`src/ucf_pkg.sv`:
```
// Constants, register map, config/status layouts and state codes of the serial clock/frame block.
// Assumes a 32-bit Avalon-MM slave port with byte addresses and one system clock.
package ucf_pkg;
	// Bus geometry
	localparam int ADDR_W = 5;
	localparam int DATA_W = 32;
	// Register byte offsets
	localparam logic [4:0] OFS_DIV_LO = 5'h00;
	localparam logic [4:0] OFS_DIV_HI = 5'h04;
	localparam logic [4:0] OFS_CTRL = 5'h08;
	localparam logic [4:0] OFS_STAT = 5'h0c;
	localparam logic [4:0] OFS_DATA = 5'h10;
	// Divisor and character geometry
	localparam int DIV_W = 12;
	localparam int CHR_W = 9;
	localparam int CFG_W = 13;
	localparam int STAT_W = 6;
	localparam logic [11:0] DIV_RST = 12'h000;
	// Reset config: asynchronous, 8 data bits, no parity, one stop bit
	localparam logic [12:0] CFG_RST = 13'h0030;
	localparam int STAT_TXC = 0;
	localparam logic [2:0] CS_NINE = 3'h7;
	// Recovery state counts minus one: 16, 8 and 1 (sync uses clock edges)
	localparam logic [3:0] TOP_NORM = 4'hf;
	localparam logic [3:0] TOP_DBL = 4'h7;
	localparam logic [3:0] TOP_SYNC = 4'h0;

	// Control register layout, bit 12 first from the top
	typedef struct packed {
		logic rx_en;
		logic tx_en;
		logic tx_bit8;
		logic stop_bit_select;
		logic [1:0] parity_mode;
		logic [2:0] char_size;
		logic clock_polarity;
		logic ext_clock_pin_direction;
		logic double_speed;
		logic sync_mode_select;
	} ucf_cfg_s;

	// Status register layout
	typedef struct packed {
		logic rx_bit8;
		logic parity_error;
		logic frame_error;
		logic busy;
		logic rx_complete_flag;
		logic tx_complete_flag;
	} ucf_stat_s;

	typedef enum logic [2:0] {
		TX_IDLE = 3'b000,
		TX_START = 3'b001,
		TX_DATA = 3'b010,
		TX_PAR = 3'b011,
		TX_STOP1 = 3'b100,
		TX_STOP2 = 3'b101
	} ucf_tx_e;

	typedef enum logic [2:0] {
		RX_IDLE = 3'b000,
		RX_START = 3'b001,
		RX_DATA = 3'b010,
		RX_PAR = 3'b011,
		RX_STOP = 3'b100
	} ucf_rx_e;
endpackage

```
`src/ucf_core.sv`:
```
// Baud generator, clock selection and frame engine of a sync/async serial port.
// Assumes an Avalon-MM master, a synchronous rxd/xck input and an external pad for xck.
// What this block does
// - Baud down-counter on system clock reloads at zero and on divisor low-byte write.
// - Each zero of the counter gives one tick: rate is clock over divisor+1.
// - Transmitter divides ticks by 16 normal, 8 double speed, 2 sync master.
// - Receiver takes ticks directly with 16 or 8 states per bit; sync takes one sample edge per bit.
// - Divisor is twelve bits, split over high and low registers.
// - Double speed acts only in async mode; hardware masks it off in sync.
// - Double speed receiver uses 8 samples per bit instead of 16.
// - Slave clock passes a sync register and edge detector, two clocks late.
// - In sync mode the clock pin drives as master, listens as slave.
// - Receive samples on the clock edge opposite the transmit change edge.
// - Polarity zero: change on rising, sample on falling; one swaps them.
// - Thirty formats: start, 5 to 9 data, parity none/even/odd, 1-2 stops.
// - Frame order: start, data LSB first, optional parity, stop bits.
// - Start low, stop high, idle high; frames may follow back to back.
// - One shared format setting; changing it corrupts transfers in flight.
// - Receiver checks only first stop bit; frame error when it is zero.
// - Even parity is XOR of data bits; odd parity is its inverse.
// - Three-bit size field, two-bit parity field, one stop-select bit.
// - Internal generator clocks async and sync master; pin clocks sync slave.
// - Mode bit one selects synchronous, zero asynchronous.
// - In sync mode pin direction output means master, input means slave.
// - Parity on when upper parity-mode bit set; sits before first stop.
// - Size seven gives nine-bit characters; ninth bit sent from its own control bit, received into its own status bit.
//
// Decided for this implementation: the Avalon-MM interface to the registers and the register offsets.
`timescale 1ns/100ps
module ucf_core (
	input wire logic clk_i,
	input wire logic rst_i,
	input wire logic [ucf_pkg::ADDR_W-1:0] avs_address_i,
	input wire logic avs_read_i,
	input wire logic avs_write_i,
	input wire logic [3:0] avs_byteenable_i,
	input wire logic [ucf_pkg::DATA_W-1:0] avs_writedata_i,
	output logic [ucf_pkg::DATA_W-1:0] avs_readdata_o,
	output logic avs_waitrequest_o,
	input wire logic rxd_i,
	output logic txd_o,
	input wire logic xck_i,
	output logic xck_o,
	output logic xck_oe_n_o
);
	import ucf_pkg::*;

	// Data bits per character from the size field
	function automatic logic [3:0] data_bits(input logic [2:0] cs);
		case (cs)
			3'h0: data_bits = 4'h5;
			3'h1: data_bits = 4'h6;
			3'h2: data_bits = 4'h7;
			CS_NINE: data_bits = 4'h9;
			default: data_bits = 4'h8;
		endcase
	endfunction

	// Parity over the low nb bits, seeded with one for odd
	function automatic logic par_calc(input logic [8:0] d, input logic [3:0] nb,
		input logic odd);
		logic p;
		p = odd;
		for (int i = 0; i < CHR_W; i++) begin
			if (i < int'(nb)) begin
				p = p ^ d[i];
			end
		end
		return p;
	endfunction

	// Bus and register state
	logic ack_q, ack_d;
	logic [DATA_W-1:0] rdat_q, rdat_d;
	logic [DIV_W-1:0] div_q, div_d;
	ucf_cfg_s cfg_q, cfg_d;
	logic [CHR_W-1:0] tbuf_q, tbuf_d;
	logic tfull_q, tfull_d;
	logic txc_q, txc_d;
	logic rxc_q, rxc_d;
	logic wr_acc, rd_acc, lo_wr;
	ucf_stat_s stat;
	// Clock generation state
	logic [DIV_W-1:0] baud_q, baud_d;
	logic [3:0] tp_q, tp_d;
	logic xm_q, xm_d;
	logic xs1_q, xs2_q, xs3_q;
	logic tick, sync, master, slave, u2x, rise, fall, chg_ev, smp_ev;
	logic tx_step, rx_tick;
	logic [3:0] tx_top, rx_top, nb;
	logic par_en, par_odd;
	// Transmit state
	ucf_tx_e tst_q, tst_d;
	logic [CHR_W-1:0] tsh_q, tsh_d;
	logic [3:0] tcnt_q, tcnt_d;
	logic tpar_q, tpar_d;
	logic txd_q, txd_d;
	logic tx_load, tx_done;
	// Receive state
	ucf_rx_e rst_q, rst_d;
	logic [CHR_W-1:0] rsh_q, rsh_d;
	logic [CHR_W-1:0] rxdat_q, rxdat_d;
	logic [3:0] rcnt_q, rcnt_d;
	logic [3:0] roc_q, roc_d;
	logic rpar_q, rpar_d;
	logic fe_q, fe_d;
	logic pe_q, pe_d;
	logic rx_done;

	// Shared format decode for both directions
	assign nb = data_bits(cfg_q.char_size);
	assign par_en = cfg_q.parity_mode[1];
	assign par_odd = cfg_q.parity_mode[0];
	assign sync = cfg_q.sync_mode_select;
	assign master = sync & cfg_q.ext_clock_pin_direction;
	assign slave = sync & ~cfg_q.ext_clock_pin_direction;
	assign u2x = cfg_q.double_speed & ~sync;

	// One wait cycle per request, so read data is always registered
	assign avs_waitrequest_o = (avs_read_i | avs_write_i) & ~ack_q;
	assign wr_acc = avs_write_i & ack_q;
	assign rd_acc = avs_read_i & ack_q;
	assign lo_wr = wr_acc & (avs_address_i == OFS_DIV_LO) & avs_byteenable_i[0];
	assign avs_readdata_o = rdat_q;
	assign stat = '{rx_bit8: rxdat_q[8], parity_error: pe_q, frame_error: fe_q,
		busy: (tst_q != TX_IDLE) | tfull_q, rx_complete_flag: rxc_q,
		tx_complete_flag: txc_q};

	// Register file: reads, writes and flag set/clear
	always_comb begin
		logic [CFG_W-1:0] cv;
		cv = cfg_q;
		ack_d = (avs_read_i | avs_write_i) & ~ack_q;
		rdat_d = rdat_q;
		div_d = div_q;
		tbuf_d = tbuf_q;
		if (avs_read_i & ~ack_q) begin
			case (avs_address_i)
				OFS_DIV_LO: rdat_d = {24'h000000, div_q[7:0]};
				OFS_DIV_HI: rdat_d = {28'h0000000, div_q[11:8]};
				OFS_CTRL: rdat_d = {19'h00000, cfg_q};
				OFS_STAT: rdat_d = {26'h0000000, stat};
				OFS_DATA: rdat_d = {24'h000000, rxdat_q[7:0]};
				default: rdat_d = 32'h00000000;
			endcase
		end
		if (lo_wr) begin
			div_d[7:0] = avs_writedata_i[7:0];
		end
		if (wr_acc & (avs_address_i == OFS_DIV_HI) & avs_byteenable_i[0]) begin
			div_d[11:8] = avs_writedata_i[3:0];
		end
		if (wr_acc & (avs_address_i == OFS_CTRL)) begin
			if (avs_byteenable_i[0]) begin
				cv[7:0] = avs_writedata_i[7:0];
			end
			if (avs_byteenable_i[1]) begin
				cv[12:8] = avs_writedata_i[12:8];
			end
		end
		cfg_d = ucf_cfg_s'(cv);
		// Data write loads the buffer with the ninth bit beside it
		if (wr_acc & (avs_address_i == OFS_DATA) & avs_byteenable_i[0]) begin
			tbuf_d = {cfg_q.tx_bit8, avs_writedata_i[7:0]};
		end
		tfull_d = (tfull_q & ~tx_load) |
			(wr_acc & (avs_address_i == OFS_DATA) & avs_byteenable_i[0]);
		// Hardware set wins over the software clear
		txc_d = tx_done | (txc_q & ~(wr_acc & (avs_address_i == OFS_STAT) &
			avs_byteenable_i[0] & avs_writedata_i[STAT_TXC]));
		rxc_d = rx_done | (rxc_q & ~(rd_acc & (avs_address_i == OFS_DATA)));
	end

	always_ff @(posedge clk_i or posedge rst_i) begin
		if (rst_i) begin
			ack_q <= 1'b0;
			rdat_q <= 32'h00000000;
			div_q <= DIV_RST;
			cfg_q <= ucf_cfg_s'(CFG_RST);
			tbuf_q <= 9'h000;
			tfull_q <= 1'b0;
			txc_q <= 1'b0;
			rxc_q <= 1'b0;
		end else begin
			ack_q <= ack_d;
			rdat_q <= rdat_d;
			div_q <= div_d;
			cfg_q <= cfg_d;
			tbuf_q <= tbuf_d;
			tfull_q <= tfull_d;
			txc_q <= txc_d;
			rxc_q <= rxc_d;
		end
	end

	// Edge events: internal toggle as master, synchronised pin as slave
	assign tick = (baud_q == 12'h000);
	assign rise = xs2_q & ~xs3_q;
	assign fall = ~xs2_q & xs3_q;
	assign chg_ev = master ? (tick & (xm_q == cfg_q.clock_polarity)) :
		(cfg_q.clock_polarity ? fall : rise);
	assign smp_ev = master ? (tick & (xm_q != cfg_q.clock_polarity)) :
		(cfg_q.clock_polarity ? rise : fall);
	assign tx_top = u2x ? TOP_DBL : TOP_NORM;
	assign rx_top = sync ? TOP_SYNC : tx_top;
	assign tx_step = sync ? chg_ev : (tick & (tp_q == 4'h0));
	assign rx_tick = sync ? smp_ev : tick;
	assign xck_o = xm_q;
	assign xck_oe_n_o = ~master;

	// Baud counter, transmit prescaler and master clock toggle
	always_comb begin
		if (lo_wr) begin
			baud_d = {div_q[11:8], avs_writedata_i[7:0]};
		end else if (tick) begin
			baud_d = div_q;
		end else begin
			baud_d = baud_q - 12'h001;
		end
		tp_d = tp_q;
		if (tick) begin
			tp_d = (tp_q == 4'h0) ? tx_top : tp_q - 4'h1;
		end
		// Idle at the polarity level outside master mode
		xm_d = master ? (xm_q ^ tick) : cfg_q.clock_polarity;
	end

	// Slave pin sampling: first stage feeds only the second
	always_ff @(posedge clk_i or posedge rst_i) begin
		if (rst_i) begin
			baud_q <= DIV_RST;
			tp_q <= 4'h0;
			xm_q <= 1'b0;
			xs1_q <= 1'b0;
			xs2_q <= 1'b0;
			xs3_q <= 1'b0;
		end else begin
			baud_q <= baud_d;
			tp_q <= tp_d;
			xm_q <= xm_d;
			xs1_q <= xck_i;
			xs2_q <= xs1_q;
			xs3_q <= xs2_q;
		end
	end

	// Transmit frame sequencer, one step per bit time
	always_comb begin
		logic go;
		logic fin;
		go = 1'b0;
		fin = 1'b0;
		tst_d = tst_q;
		tsh_d = tsh_q;
		tcnt_d = tcnt_q;
		tpar_d = tpar_q;
		tx_load = 1'b0;
		tx_done = 1'b0;
		if (tx_step) begin
			case (tst_q)
				TX_IDLE: go = tfull_q & cfg_q.tx_en;
				TX_START: begin
					tst_d = TX_DATA;
					tcnt_d = 4'h0;
				end
				TX_DATA: begin
					tsh_d = tsh_q >> 1;
					tcnt_d = tcnt_q + 4'h1;
					if (tcnt_q == nb - 4'h1) begin
						tst_d = par_en ? TX_PAR : TX_STOP1;
					end
				end
				TX_PAR: tst_d = TX_STOP1;
				TX_STOP1: begin
					if (cfg_q.stop_bit_select) begin
						tst_d = TX_STOP2;
					end else begin
						fin = 1'b1;
					end
				end
				TX_STOP2: fin = 1'b1;
				default: tst_d = TX_IDLE;
			endcase
		end
		// Next frame starts straight after the last stop bit
		if (fin) begin
			if (tfull_q & cfg_q.tx_en) begin
				go = 1'b1;
			end else begin
				tst_d = TX_IDLE;
				tx_done = 1'b1;
			end
		end
		if (go) begin
			tst_d = TX_START;
			tx_load = 1'b1;
			tsh_d = tbuf_q;
			tpar_d = par_calc(tbuf_q, nb, par_odd);
		end
		// Line level follows the state entered at this edge
		case (tst_d)
			TX_START: txd_d = 1'b0;
			TX_DATA: txd_d = tsh_d[0];
			TX_PAR: txd_d = tpar_d;
			default: txd_d = 1'b1;
		endcase
	end

	always_ff @(posedge clk_i or posedge rst_i) begin
		if (rst_i) begin
			tst_q <= TX_IDLE;
			tsh_q <= 9'h000;
			tcnt_q <= 4'h0;
			tpar_q <= 1'b0;
			txd_q <= 1'b1;
		end else begin
			tst_q <= tst_d;
			tsh_q <= tsh_d;
			tcnt_q <= tcnt_d;
			tpar_q <= tpar_d;
			txd_q <= txd_d;
		end
	end
	assign txd_o = txd_q;

	// Receive recovery: mid-bit sampling async, clock-edge sampling sync
	always_comb begin
		logic [CHR_W-1:0] al;
		al = rsh_q >> (4'd9 - nb);
		rst_d = rst_q;
		rsh_d = rsh_q;
		rxdat_d = rxdat_q;
		rcnt_d = rcnt_q;
		roc_d = roc_q;
		rpar_d = rpar_q;
		fe_d = fe_q;
		pe_d = pe_q;
		rx_done = 1'b0;
		if (!cfg_q.rx_en) begin
			rst_d = RX_IDLE;
		end else if (rx_tick) begin
			case (rst_q)
				RX_IDLE: begin
					if (!rxd_i) begin
						rst_d = sync ? RX_DATA : RX_START;
						roc_d = 4'h0;
						rcnt_d = 4'h0;
					end
				end
				RX_START: begin
					// A start bit gone high by mid-bit was noise
					if (roc_q == (rx_top >> 1)) begin
						roc_d = 4'h0;
						rst_d = rxd_i ? RX_IDLE : RX_DATA;
					end else begin
						roc_d = roc_q + 4'h1;
					end
				end
				RX_DATA: begin
					if (roc_q == rx_top) begin
						roc_d = 4'h0;
						rsh_d = {rxd_i, rsh_q[8:1]};
						rcnt_d = rcnt_q + 4'h1;
						if (rcnt_q == nb - 4'h1) begin
							rst_d = par_en ? RX_PAR : RX_STOP;
						end
					end else begin
						roc_d = roc_q + 4'h1;
					end
				end
				RX_PAR: begin
					if (roc_q == rx_top) begin
						roc_d = 4'h0;
						rpar_d = rxd_i;
						rst_d = RX_STOP;
					end else begin
						roc_d = roc_q + 4'h1;
					end
				end
				RX_STOP: begin
					// Only the first stop bit is looked at
					if (roc_q == rx_top) begin
						roc_d = 4'h0;
						rst_d = RX_IDLE;
						rx_done = 1'b1;
						rxdat_d = al;
						fe_d = ~rxd_i;
						pe_d = par_en & (rpar_q != par_calc(al, nb, par_odd));
					end else begin
						roc_d = roc_q + 4'h1;
					end
				end
				default: rst_d = RX_IDLE;
			endcase
		end
	end

	always_ff @(posedge clk_i or posedge rst_i) begin
		if (rst_i) begin
			rst_q <= RX_IDLE;
			rsh_q <= 9'h000;
			rxdat_q <= 9'h000;
			rcnt_q <= 4'h0;
			roc_q <= 4'h0;
			rpar_q <= 1'b0;
			fe_q <= 1'b0;
			pe_q <= 1'b0;
		end else begin
			rst_q <= rst_d;
			rsh_q <= rsh_d;
			rxdat_q <= rxdat_d;
			rcnt_q <= rcnt_d;
			roc_q <= roc_d;
			rpar_q <= rpar_d;
			fe_q <= fe_d;
			pe_q <= pe_d;
		end
	end
endmodule // ucf_core

```
`config.mk`:
```
export PLATFORM = sky130hd
export DESIGN_NAME = ucf_core
export DESIGN_NICKNAME = d
export VERILOG_FILES = /design/src/ucf_pkg.sv /design/src/ucf_core.sv
export SDC_FILE = /design/constraint.sdc
export NUM_CORES = 1
export LEC_CHECK = 0
export ABC_AREA = 1
export BUFFER_PORTS_ARGS = -buffer_cell sky130_fd_sc_hd__buf_2
export CAP_MARGIN = 25
export CELL_PAD_IN_SITES_DETAIL_PLACEMENT = 0
export CELL_PAD_IN_SITES_GLOBAL_PLACEMENT = 1
export CORE_MARGIN = 2
export CORE_UTILIZATION = 43
export DETAILED_ROUTE_END_ITERATION = 7
export PLACE_DENSITY = 0.86
export SYNTH_ARGS = -nofsm -noshare
export SYNTH_HDL_FRONTEND = slang
export SYNTH_SLANG_ARGS = --single-unit
```
`constraint.sdc`:
```
create_clock -name clk_i -period 4.8 [get_ports clk_i]
set_clock_uncertainty 0.15 [all_clocks]
set_input_delay 0.72 -clock clk_i [delete_from_list [all_inputs] [get_ports clk_i]]
set_output_delay 0.72 -clock clk_i [all_outputs]
set_load 0.03 [all_outputs]
```
# --- After elaboration in Yosys (flattened, before gate mapping) ---
# Cells that the tools add are included.
totals:
  register_bits: 140
  latch_bits: 0
  ram_bits: 0
  mem_bits_ro: 0
  in_bits: 47
  out_inout_bits: 36
  word_cells: 296
  n_memories: 0
classes:
  add_sub_neg: 7
  multipliers: 0
  div: 0
  magnitude_cmp: 9
  n_eq_ne: 35
  n_shift: 1
  mux: 121
  n_bitwise: 60
  reduce_logical: 24
op_table:
  columns: ["op", "n"]
  rows:
  - ["$mux 1", 83]
  - ["$pmux 13 s5", 1]
  - ["$mux 3", 15]
  - ["$pmux 3 s5", 2]
  - ["$mux 4", 7]
  - ["$and 1x1->1", 27]
  - ["$mux 9", 3]
  - ["$mux 12", 2]
  - ["$eq 3x2->1 const B", 7]
  - ["$xor 1x1->1", 19]
  - ["$ne 3x3->1 const B", 6]
  - ["$lt 3x4->1 const A", 4]
  - ["$pmux 4 s2", 2]
  - ["$pmux 4 s4", 1]
  - ["$reduce_and 4->1", 4]
  - ["$add 4x1->4 const B", 3]
  - ["$eq 3x1->1 const B", 4]
  - ["$eq 3x3->1 const B", 4]
  - ["$eq 4x4->1", 3]
  - ["$logic_not 12->1", 1]
  - ["$pmux 4 s3", 1]
  - ["$sub 12x1->12 const B", 1]
  - ["$eq 5x4->1 const B", 2]
  - ["$logic_not 3->1", 3]
  - ["other kinds (27)", 52]

# --- Logic depth before layout (Yosys ltp) ---
# Gate-level depths: netlist of the first run.
logic_depth:
  word_depth: 60
  depth_mapped: 22
  depth_no_buf: 22

# --- Worst setup path before layout of the first run ---
# OpenSTA, ideal clock, no wires.
synth_path:
  kind: "register -> register"
  from: "register cfg_q[5] (netlist bit)"
  to: "register pe_q"
  setup_ns: 0.116
  arrival_ns: 2.401
  required_ns: 4.534
  setup_slack_ns: 2.133
  path_stages_with_launch: 21
  path_buffers: 0
  period_less_slack_ns: 2.667
  cell_sequence: "dfstp_2 nor2_1 inv_1 nand3_2 ha_1 inv_1 nand3_1 a21oi_1 nand3_1 nand3_1 nand2_1 inv_1 nor2_1 nand2_1 nand2_1 nand2_1 nand2_1 nand2_1 nand2_1 nand2_1 nand2_1"
synth_between:
  elab_chain_len: 60
  elab_cells_between_ends: 72
  cone_classes: "add/sub (1); order compare (9); eq/ne (4); shift (1); mux (46); bitwise (10); reduce/logical (1)"
synth_rtl:
  columns: ["element", "line_no", "rtl"]
  rows:
  - ["from (decl)", "ucf_core.sv:76", "ucf_cfg_s cfg_q, cfg_d;"]
  - ["from (signal assigned)", "ucf_core.sv:179", "cfg_q <= ucf_cfg_s'(CFG_RST);"]
  - ["from (signal assigned)", "ucf_core.sv:188", "cfg_q <= cfg_d;"]
  - ["$eq 3x3->1, or another cell as far along", "ucf_core.sv:50", "case (cs)"]
  - ["$pmux 4 s4 *", "ucf_core.sv:50", null]
  - ["$sub 4x4->4", "ucf_core.sv:329", "al = rsh_q >> (4'd9 - nb);"]
  - ["$shr 9x4->9", "ucf_core.sv:329", null]
  - ["$xor 1x1->1", "ucf_core.sv:66", "p = p ^ d[i];"]
  - ["$mux 1", "ucf_core.sv:65", "if (i < int'(nb)) begin"]
  - ["$mux 1", "ucf_core.sv:382", "if (roc_q == rx_top) begin"]
  - ["$mux 1", "ucf_core.sv:342", "case (rst_q)"]
  - ["(+44 left out)", null, null]
  - ["$xor 1x1->1", "ucf_core.sv:66", null]
  - ["$mux 1 *", "ucf_core.sv:65", null]
  - ["$mux 1 *", "ucf_core.sv:382", null]
  - ["$mux 1 *", "ucf_core.sv:342", null]
  - ["$mux 1 *", "ucf_core.sv:341", "end else if (rx_tick) begin"]
  - ["$mux 1 *", "ucf_core.sv:339", "if (!cfg_q.rx_en) begin"]
  - ["$ne 1x1->1 *", "ucf_core.sv:388", "pe_d = par_en & (rpar_q != par_calc(al, nb, par_odd));"]
  - ["$and 1x1->1 *", "ucf_core.sv:388", null]
  - ["to (signal assigned)", "ucf_core.sv:416", "pe_q <= pe_d;"]
  - ["to (decl)", "ucf_core.sv:107", "logic pe_q, pe_d;"]
# Every way passes the cells marked *; elsewhere a longest branch is shown, timed or not. The select of a mux whose other input is x is not followed.
# A chain may end at the register's enable or synchronous reset.

# --- Worst setup path after layout of the first run ---
# Ends and elaborated chain as after synthesis.

==> results.sh, run 1 <==
export IMPL_netlist_instances=859
export IMPL_cell_count_post_placement=1081
export IMPL_synth_simple_gate_area_share=0.250
export IMPL_detail_route_drc_violations=0
export IMPL_worst_slew_pin_slew_ns=0.830
export IMPL_endpoint_kind="register"
export IMPL_cp_slowest_cell="sky130_fd_sc_hd__dfstp_2"
export IMPL_rows=45
export IMPL_post_synth_fa_ha_maj_area_fraction=0.0169
export IMPL_cts_resized_gates=0
export IMPL_critical_path_cell_chain="nor2_1 -> inv_1 -> nand3_2 -> ha_1 -> inv_1 -> nand3_1 -> a21oi_4 -> nand3_1 -> nand2_1 -> nand2_1 -> nand2_1 -> nand2_1 -> nand2_1 -> nand2_1 -> nand2_1 -> nand2_1 -> nand2_1 -> nand2_1 -> nand2_1 -> nand2_1"
export IMPL_start_kind="register"
export IMPL_antenna_cells=0
export IMPL_core_area_mm2=0.0152
export IMPL_clock_tree_htree_level_count=4
export IMPL_timing_max_transition_violations_final=0
export IMPL_drt_antenna_violating_nets=0
export IMPL_post_synth_top_area_cell="sky130_fd_sc_hd__dfrtp_1"
export IMPL_worst_path_largest_cell_delay_ns=0.60
export IMPL_ctsLongestPathBuffers=2
export IMPL_crit_arrival_ns=3.26
export IMPL_nets=968
export IMPL_start_util=0.439
export IMPL_timing_final_crit_share=0.644
export IMPL_die_height_um=129
export IMPL_drive_gt1_frac=0.117
export IMPL_dominantRegCellSynth="sky130_fd_sc_hd__dfrtp_1"
export IMPL_final_core_utilization=0.498
export IMPL_yosys_warnings=0
export IMPL_globalRouteOverflowTotal=0
export IMPL_total_power_mw=3.35
export IMPL_synth_mux_area_fraction=0
export IMPL_worstHoldPathCells=0
export IMPL_critical_path_most_common_cell="sky130_fd_sc_hd__nand2_1"
export IMPL_global_route_usage_total=0.207
export IMPL_io_pin_count=83
export IMPL_vias_per_inst=5.13
export IMPL_grt_pass1_wl_um=26500
export IMPL_max_freq_mhz=324
export IMPL_worst_setup_hold_path_clk_slew_ns=0.06
export IMPL_port_buffers=42
export IMPL_syn_cell_area_mm2=0.00668
export IMPL_regArea_mm2=0.00303
export IMPL_worst_r2r_cell_count=20
export IMPL_yosys_area_share_xor_xnor=0.0420
export IMPL_dp_final_hpwl_um=11900
export IMPL_synth_top_cells_by_area="sky130_fd_sc_hd__dfrtp_1 (44%), sky130_fd_sc_hd__nand2_1 (12%), sky130_fd_sc_hd__inv_1 (6.7%), sky130_fd_sc_hd__o21ai_0 (6.3%), sky130_fd_sc_hd__nand3_1 (4.9%)"
export IMPL_finalNonFillerCells=1113
export IMPL_r2r_end="pe_q"
export IMPL_clock_insertion_delay_worst_skew_ns=0.43
export IMPL_detail_route_wl_per_cell_um=14.5
export IMPL_whs_endpoint="xs2_q"
export IMPL_netlist_area_leader_share=0.442
export IMPL_grt_max_degree=67
export IMPL_cts_root_buf="sky130_fd_sc_hd__clkbuf_16"
export IMPL_route_final_wire_length_um=16100
export IMPL_power_leakage_nw=3.75
export IMPL_rsz0062_at_grt="no"
export IMPL_synth_compound_area_frac=0.137
export IMPL_post_cts_setup_buffer_count=0
export IMPL_detailedRoute_firstPassIterationCount=5
export IMPL_seq_area_frac_synth=0.454
export IMPL_maximum_fanout_along_the_worst_path=13
export IMPL_powerDensity_mw_per_mm2=442
export IMPL_setup_total_negative_slack_ns=0
export IMPL_setup_violators_final=0
export IMPL_peakVddDrop_v=0.000268
export IMPL_post_route_min_period_ns=3.09
export IMPL_cts_buffers=17
export IMPL_cts_hold_buffers=0
export IMPL_place_gp_congestion=0.913
export IMPL_hold_path_startpoint="xs1_q"
export IMPL_ys_ff_latch=121
export IMPL_maxSlewHeadroom=0.447
export IMPL_num_fill_cells=1517
export IMPL_r2r_slack_ns=1.71
export IMPL_syn_to_final_growth_pct=13.5
export IMPL_antenna_violations_before_repair=0
export IMPL_detailedRoute_firstIterationViolations=472
export IMPL_vias=5712
export IMPL_via_count_of_the_first_global_routing_pass=5216
export IMPL_drv_cap=0
export IMPL_worstPathRequired_ns=4.97
export IMPL_yosysMostFrequentCell="sky130_fd_sc_hd__nand2_1"
export IMPL_status="completed"
export IMPL_r2r_start="cfg_q[5]"
export IMPL_synth_enable_flop_cells=0
export IMPL_dieWidth_um=129
export IMPL_multi_input_comb_area_mm2=0.00305
export IMPL_path_type_of_the_worst_min_delay_path="reg -> reg"
export IMPL_netlist_top_cells_count="sky130_fd_sc_hd__nand2_1 (216), sky130_fd_sc_hd__inv_1 (119), sky130_fd_sc_hd__dfrtp_1 (118)"
export IMPL_path_class="reg -> reg"
export IMPL_synthDistinctLibCells=47
export IMPL_syn_avg_cell_area_um2=7.77
export IMPL_numClockSinks=121
export IMPL_die_area_mm2=0.0165
export IMPL_dominant_combinational_cell_family_by_area_after_synthesis="simple AND/OR/NAND/NOR gates"
export IMPL_async_reset_ff_frac=1.00
export IMPL_clock_tree_from_tritoncts="done"
export IMPL_final_hold_violation_count=0
cells by family (layout without fill, tap and decap cells):
group	after synthesis	count (layout)
AO/OA/AOI/OAI	156	156
XOR/XNOR	32	32
adder cells (fa/ha/maj)	9	9
buffers and inverters	153	201
flip-flops	121	121
other	1	19
AND/OR/NAND/NOR	387	387
worst max-delay path by stage:
stage / from / slack, ns / end / depth (start not counted)
detailed placement: avs_address_i[3] / 1.72 / baud_q[9] / 12
global route: cfg_q[5] / 1.37 / pe_q / 20
CTS: cfg_q[5] / 1.72 / pe_q / 20
finish: cfg_q[5] / 1.71 / pe_q / 20
global placement: cfg_q[5] / 1.72 / pe_q / 20
floorplan: rst_i / 0.72 / ack_q / 1
through the flow:
step                area (um^2)  setup slack [ns]  hold WS (ns)
CTS                        7570              1.72         0.201
global route               7570              1.37         0.208
global placement           7030              1.72         0.184
floorplan                  6740             0.721         0.181
finish                     7570              1.71         0.198
detailed placement         7030              1.72         0.188
where the power goes:
| group | leakage [nW] | internal, mW | switching (mW) |
|---|---|---|---|
| Clock | 0.257 | 0.666 | 0.515 |
| Sequential | 1.55 | 1.18 | 0.130 |
| Combinational | 1.94 | 0.305 | 0.553 |
| Total | 3.75 | 2.15 | 1.20 |
critical path, delay by kind of cell, from the launching register on:
kind,cells,cell delay (ns)
and+or+nand+nor,16,1.41
adders and majority gates,1,0.34
AOI/OAI and AO/OA,1,0.32
buffers and inverters,2,0.14
DFF,1,0.60
metal layers:
metal | routed length, um | GRT usage | vias up
met4 | 246 | 0.0703 | 0
met5 | 0 | 0 | -
met3 | 1170 | 0.0624 | 18
met2 | 7200 | 0.313 | 176
met1 | 7520 | 0.286 | 2649
li1 | - | - | 2869
final cells by class:
type                       count  share of cell area
multi-input combinational    603               0.403
clock buffer                  17              0.0562
sequential                   121               0.400
clock inverter                15              0.0157
inverter                     124              0.0618
timing repair buffer          45              0.0324
tap                          188              0.0311
placed cells by master (no fill, tap or decap), types with 2 or more instances in the layout:
cell type,n
sky130_fd_sc_hd__clkinv_1,3
sky130_fd_sc_hd__nand3_1,66
sky130_fd_sc_hd__a21o_1,2
sky130_fd_sc_hd__o31ai_1,9
sky130_fd_sc_hd__a21oi_1,26
sky130_fd_sc_hd__nand4_1,5
sky130_fd_sc_hd__clkinvlp_4,4
sky130_fd_sc_hd__nor3_2,2
sky130_fd_sc_hd__xnor2_1,15
sky130_fd_sc_hd__nand2_1,216
sky130_fd_sc_hd__buf_4,2
sky130_fd_sc_hd__nand2_4,3
sky130_fd_sc_hd__o22ai_1,2
sky130_fd_sc_hd__clkinv_2,2
sky130_fd_sc_hd__o211ai_1,6
sky130_fd_sc_hd__o21ai_0,84
sky130_fd_sc_hd__clkbuf_16,17
sky130_fd_sc_hd__nor3_1,8
sky130_fd_sc_hd__o2111ai_1,2
sky130_fd_sc_hd__clkinv_4,4
sky130_fd_sc_hd__ha_1,9
sky130_fd_sc_hd__o221ai_1,6
sky130_fd_sc_hd__dfrtp_1,118
sky130_fd_sc_hd__nand2_2,6
sky130_fd_sc_hd__a221oi_1,5
sky130_fd_sc_hd__nor2_2,5
sky130_fd_sc_hd__a31oi_1,5
sky130_fd_sc_hd__inv_2,2
sky130_fd_sc_hd__buf_2,42
sky130_fd_sc_hd__inv_1,118
sky130_fd_sc_hd__dfstp_2,3
sky130_fd_sc_hd__xor2_1,17
sky130_fd_sc_hd__inv_6,5
sky130_fd_sc_hd__conb_1,19
sky130_fd_sc_hd__o21ai_1,2
sky130_fd_sc_hd__nand3_2,3
sky130_fd_sc_hd__nor2_1,67
registers in the layout, indices dropped and copies added, names as in the netlist, 3 cells and up:
register and count:
rst_q 3, tsh_q 9, div_q 12, tbuf_q 9
baud_q 12, tp_q 4, tst_q 3, rsh_q 9
rcnt_q 4, roc_q 4, tcnt_q 4, cfg_q 12
rxdat_q 9, avs_readdata_o 13
Note: power is estimated with default switching activity, not from simulation.
==> run 2, diff against run 1 <==
--- a/config.mk
+++ b/config.mk
@@ -5,15 +5,15 @@
 export SDC_FILE = /design/constraint.sdc
 export NUM_CORES = 1
 export LEC_CHECK = 0
-export ABC_AREA = 1
+export ABC_AREA = 0
 export BUFFER_PORTS_ARGS = -buffer_cell sky130_fd_sc_hd__buf_2
 export CAP_MARGIN = 25
 export CELL_PAD_IN_SITES_DETAIL_PLACEMENT = 0
 export CELL_PAD_IN_SITES_GLOBAL_PLACEMENT = 1
 export CORE_MARGIN = 2
-export CORE_UTILIZATION = 43
+export CORE_UTILIZATION = 41
 export DETAILED_ROUTE_END_ITERATION = 7
-export PLACE_DENSITY = 0.86
+export PLACE_DENSITY = 0.83
 export SYNTH_ARGS = -nofsm -noshare
 export SYNTH_HDL_FRONTEND = slang
 export SYNTH_SLANG_ARGS = --single-unit
==> constraint.sdc (replaced) <==
create_clock -name clk_i -period 2.8 [get_ports clk_i]
set_clock_uncertainty 0.15 [all_clocks]
set_input_delay 0.42 -clock clk_i [delete_from_list [all_inputs] [get_ports clk_i]]
set_output_delay 0.42 -clock clk_i [all_outputs]
set_load 0.03 [all_outputs]
==> run 2 against run 1 <==
Compared with the run above: the flow now finishes with violations (negative setup slack); cell count fell by 6.5%; critical endpoint is now txd_o; total power rose by 73%; via count fell by 2.4%.
==> results.sh, run 2 <==
export IMPL_cts_buffers=17
export IMPL_start_util=0.416
export IMPL_violations="negative setup slack"
export IMPL_worst_setup_hold_path_clk_slew_ns=0.06
export IMPL_maxSlewHeadroom=0.534
export IMPL_rows=47
export IMPL_syn_cell_area_mm2=0.00683
export IMPL_final_hold_violation_count=0
export IMPL_vias_per_inst=5.35
export IMPL_worst_slew_pin_slew_ns=0.697
export IMPL_synth_top_cells_by_area="sky130_fd_sc_hd__dfrtp_1 (43%), sky130_fd_sc_hd__nand2_1 (6.5%), sky130_fd_sc_hd__mux2_2 (6.3%), sky130_fd_sc_hd__o21ai_0 (4.4%), sky130_fd_sc_hd__buf_4 (2.3%)"
export IMPL_cell_count_post_placement=995
export IMPL_detail_route_drc_violations=0
export IMPL_die_area_mm2=0.0177
export IMPL_dieWidth_um=133
export IMPL_mostFrequentLayoutCells="sky130_fd_sc_hd__dfrtp_1 (118), sky130_fd_sc_hd__nand2_1 (116), sky130_fd_sc_hd__buf_4 (61)"
export IMPL_netlist_area_leader_share=0.432
export IMPL_clock_tree_htree_level_count=4
export IMPL_setup_violators_final=2
export IMPL_antenna_violations_before_repair=0
export IMPL_timing_final_crit_share=1.02
export IMPL_setup_total_negative_slack_ns=-0.0691
export IMPL_rsz0062_at_grt="yes"
export IMPL_final_setup_worst_slack_ns=-0.0544
export IMPL_endpoint_kind="register"
export IMPL_numClockSinks=121
export IMPL_max_freq_mhz=350
export IMPL_async_reset_ff_frac=1.00
export IMPL_status="complete, but fails checks"
export IMPL_netlist_top_cells_count="sky130_fd_sc_hd__dfrtp_1 (118), sky130_fd_sc_hd__nand2_1 (118), sky130_fd_sc_hd__o21ai_0 (60)"
export IMPL_powerDensity_mw_per_mm2=688
export IMPL_timing_max_transition_violations_final=0
export IMPL_multi_input_comb_area_mm2=0.00368
export IMPL_mostFrequentLayoutCell="sky130_fd_sc_hd__dfrtp_1"
export IMPL_drive_gt1_frac=0.269
export IMPL_detail_route_wl_per_cell_um=16.7
export IMPL_globalRouteOverflowTotal=0
export IMPL_nets=864
export IMPL_via_count_of_the_first_global_routing_pass=5254
export IMPL_yosys_warnings=0
export IMPL_dp_final_hpwl_um=12500
export IMPL_post_synth_top_area_cell="sky130_fd_sc_hd__dfrtp_1"
export IMPL_grt_max_degree=38
export IMPL_io_pin_count=83
export IMPL_finalNonFillerCells=1041
export IMPL_power_leakage_nw=3.85
export IMPL_port_buffers=42
export IMPL_syn_to_final_growth_pct=23.2
export IMPL_core_area_mm2=0.0164
export IMPL_peakVddDrop_v=0.000482
export IMPL_clock_tree_from_tritoncts="done"
export IMPL_syn_avg_cell_area_um2=9.61
export IMPL_place_gp_congestion=0.834
export IMPL_ys_ff_latch=121
export IMPL_vias=5574
export IMPL_clock_insertion_delay_worst_skew_ns=0.43
export IMPL_worstPathRequired_ns=2.99
export IMPL_die_height_um=133
export IMPL_path_type_of_the_worst_min_delay_path="in -> reg"
export IMPL_drv_cap=0
export IMPL_route_final_wire_length_um=17400
export IMPL_global_route_usage_total=0.205
export IMPL_ctsLongestPathBuffers=2
export IMPL_seq_area_frac_synth=0.444
export IMPL_path_class="reg -> reg"
export IMPL_num_fill_cells=1484
export IMPL_regArea_mm2=0.00303
export IMPL_synthDistinctLibCells=84
export IMPL_antenna_cells=0
export IMPL_dominantRegCellSynth="sky130_fd_sc_hd__dfrtp_1"
export IMPL_drt_antenna_violating_nets=0
export IMPL_largest_register_ffs=13
export IMPL_detailedRoute_firstPassIterationCount=7
export IMPL_post_route_min_period_ns=2.85
export IMPL_netlist_instances=711
export IMPL_synth_enable_flop_cells=0
export IMPL_crit_arrival_ns=3.05
export IMPL_cts_root_buf="sky130_fd_sc_hd__clkbuf_16"
export IMPL_detailedRoute_firstIterationViolations=435
export IMPL_start_kind="register"
export IMPL_maximum_fanout_along_the_worst_path=6
export IMPL_grt_pass1_wl_um=28000
[run 2: cell count changes after synthesis, sizes merged, moves of 11 or more]
cell    delta
nand2    -107
mux2i     +12
nand2b    +11
nand3     -54
inv      -104
clkbuf    +21
mux2      +40
o21ai     -21
nor2      -33
[run 2: kinds of logic after synthesis]
family | Yosys count | share of synthesized area
AND/OR/NAND/NOR | 242 | 0.176
AO/OA/AOI/OAI | 177 | 0.173
flip-flops | 121 | 0.444
buffers and inverters | 71 | 0.0537
multiplexers | 52 | 0.0846
XOR/XNOR | 37 | 0.0506
adder cells (fa/ha/maj) | 10 | 0.0180
other | 1 | 0.000549
[run 2: area by class of cell]
class	instances	area share
well taps	220	0.0327
multi-input cells	539	0.438
inverters	17	0.00803
clock buffers	20	0.0531
flip-flops and latches	121	0.360
clock inverters	12	0.0150
repair buffers	112	0.0932
[run 2: worst max-delay path, cell delays in order (launching register included)]
cell,delay (ns)
sky130_fd_sc_hd__dfstp_2,0.58
sky130_fd_sc_hd__xor2_1,0.14
sky130_fd_sc_hd__nand2b_1,0.14
sky130_fd_sc_hd__buf_4,0.18
sky130_fd_sc_hd__ha_4,0.24
sky130_fd_sc_hd__xor2_2,0.15
sky130_fd_sc_hd__nor4b_4,0.29
sky130_fd_sc_hd__a31oi_1,0.15
sky130_fd_sc_hd__a21oi_1,0.22
sky130_fd_sc_hd__o21ai_1,0.13
sky130_fd_sc_hd__and3_1,0.21
sky130_fd_sc_hd__o21bai_1,0.19
[run 2: metrics by stage]
step / utilization / total power, mW / worst slack (ns) / hold WS (ns) / cell area, um^2
final: 0.513 / 5.79 / -0.0544 / 0.0419 / 8410
after CTS: 0.498 / 5.73 / -0.0271 / 0.0332 / 8170
after global routing: 0.513 / 6.11 / -0.221 / 0.0610 / 8410
after global placement: 0.461 / 3.54 / -0.0355 / 0.195 / 7560
after detailed placement: 0.461 / 3.57 / -0.0727 / 0.209 / 7560
after floorplan: - / 3.14 / -0.223 / 0.181 / 6930
[run 2: where the power goes]
group / leakage, nW / switching [mW] / total (mW) / internal, mW
clock network: 0.268 / 0.809 / 2.13 / 1.32
logic: 1.98 / 0.757 / 1.48 / 0.727
registers: 1.60 / 0.221 / 2.17 / 1.95
[run 2: what timing repair did]
| item | CTS | global route |
|---|---|---|
| buffers inserted | 1 | 9 |
| endpoints found under the hold margin | 17 | 0 |
| pin swaps | 3 | 26 |
| hold buffers | 2 | 0 |
| gates cloned | 0 | 2 |
| gates resized for setup | 2 | 29 |
| setup endpoints to repair | 2 | 36 |
[run 2: layer usage]
layer / wire [um] / vias to the layer above / part of all wire / GRT usage
met5: 0 / - / 0 / 0
met4: 303 / 0 / 0.017 / 0.0705
met3: 942 / 27 / 0.054 / 0.0479
met2: 8060 / 147 / 0.46 / 0.316
met1: 8120 / 2692 / 0.47 / 0.284
li1: - / 2708 / - / -
[run 2: final timing paths]
kind                            slack, ns  cells past startpoint          startpoint  endpoint
worst max-delay path                -0.05                     11            cfg_q[4]     txd_o
worst min-delay path                 0.04                      3  avs_writedata_i[8]  cfg_q[8]
worst max register to register      -0.05                     11            cfg_q[4]     txd_o
worst min register to register       0.22                      0               xs1_q     xs2_q
max in group asynchronous            1.47                      4               rst_i  cfg_q[5]
min in group asynchronous            0.42                      3               rst_i  div_q[7]
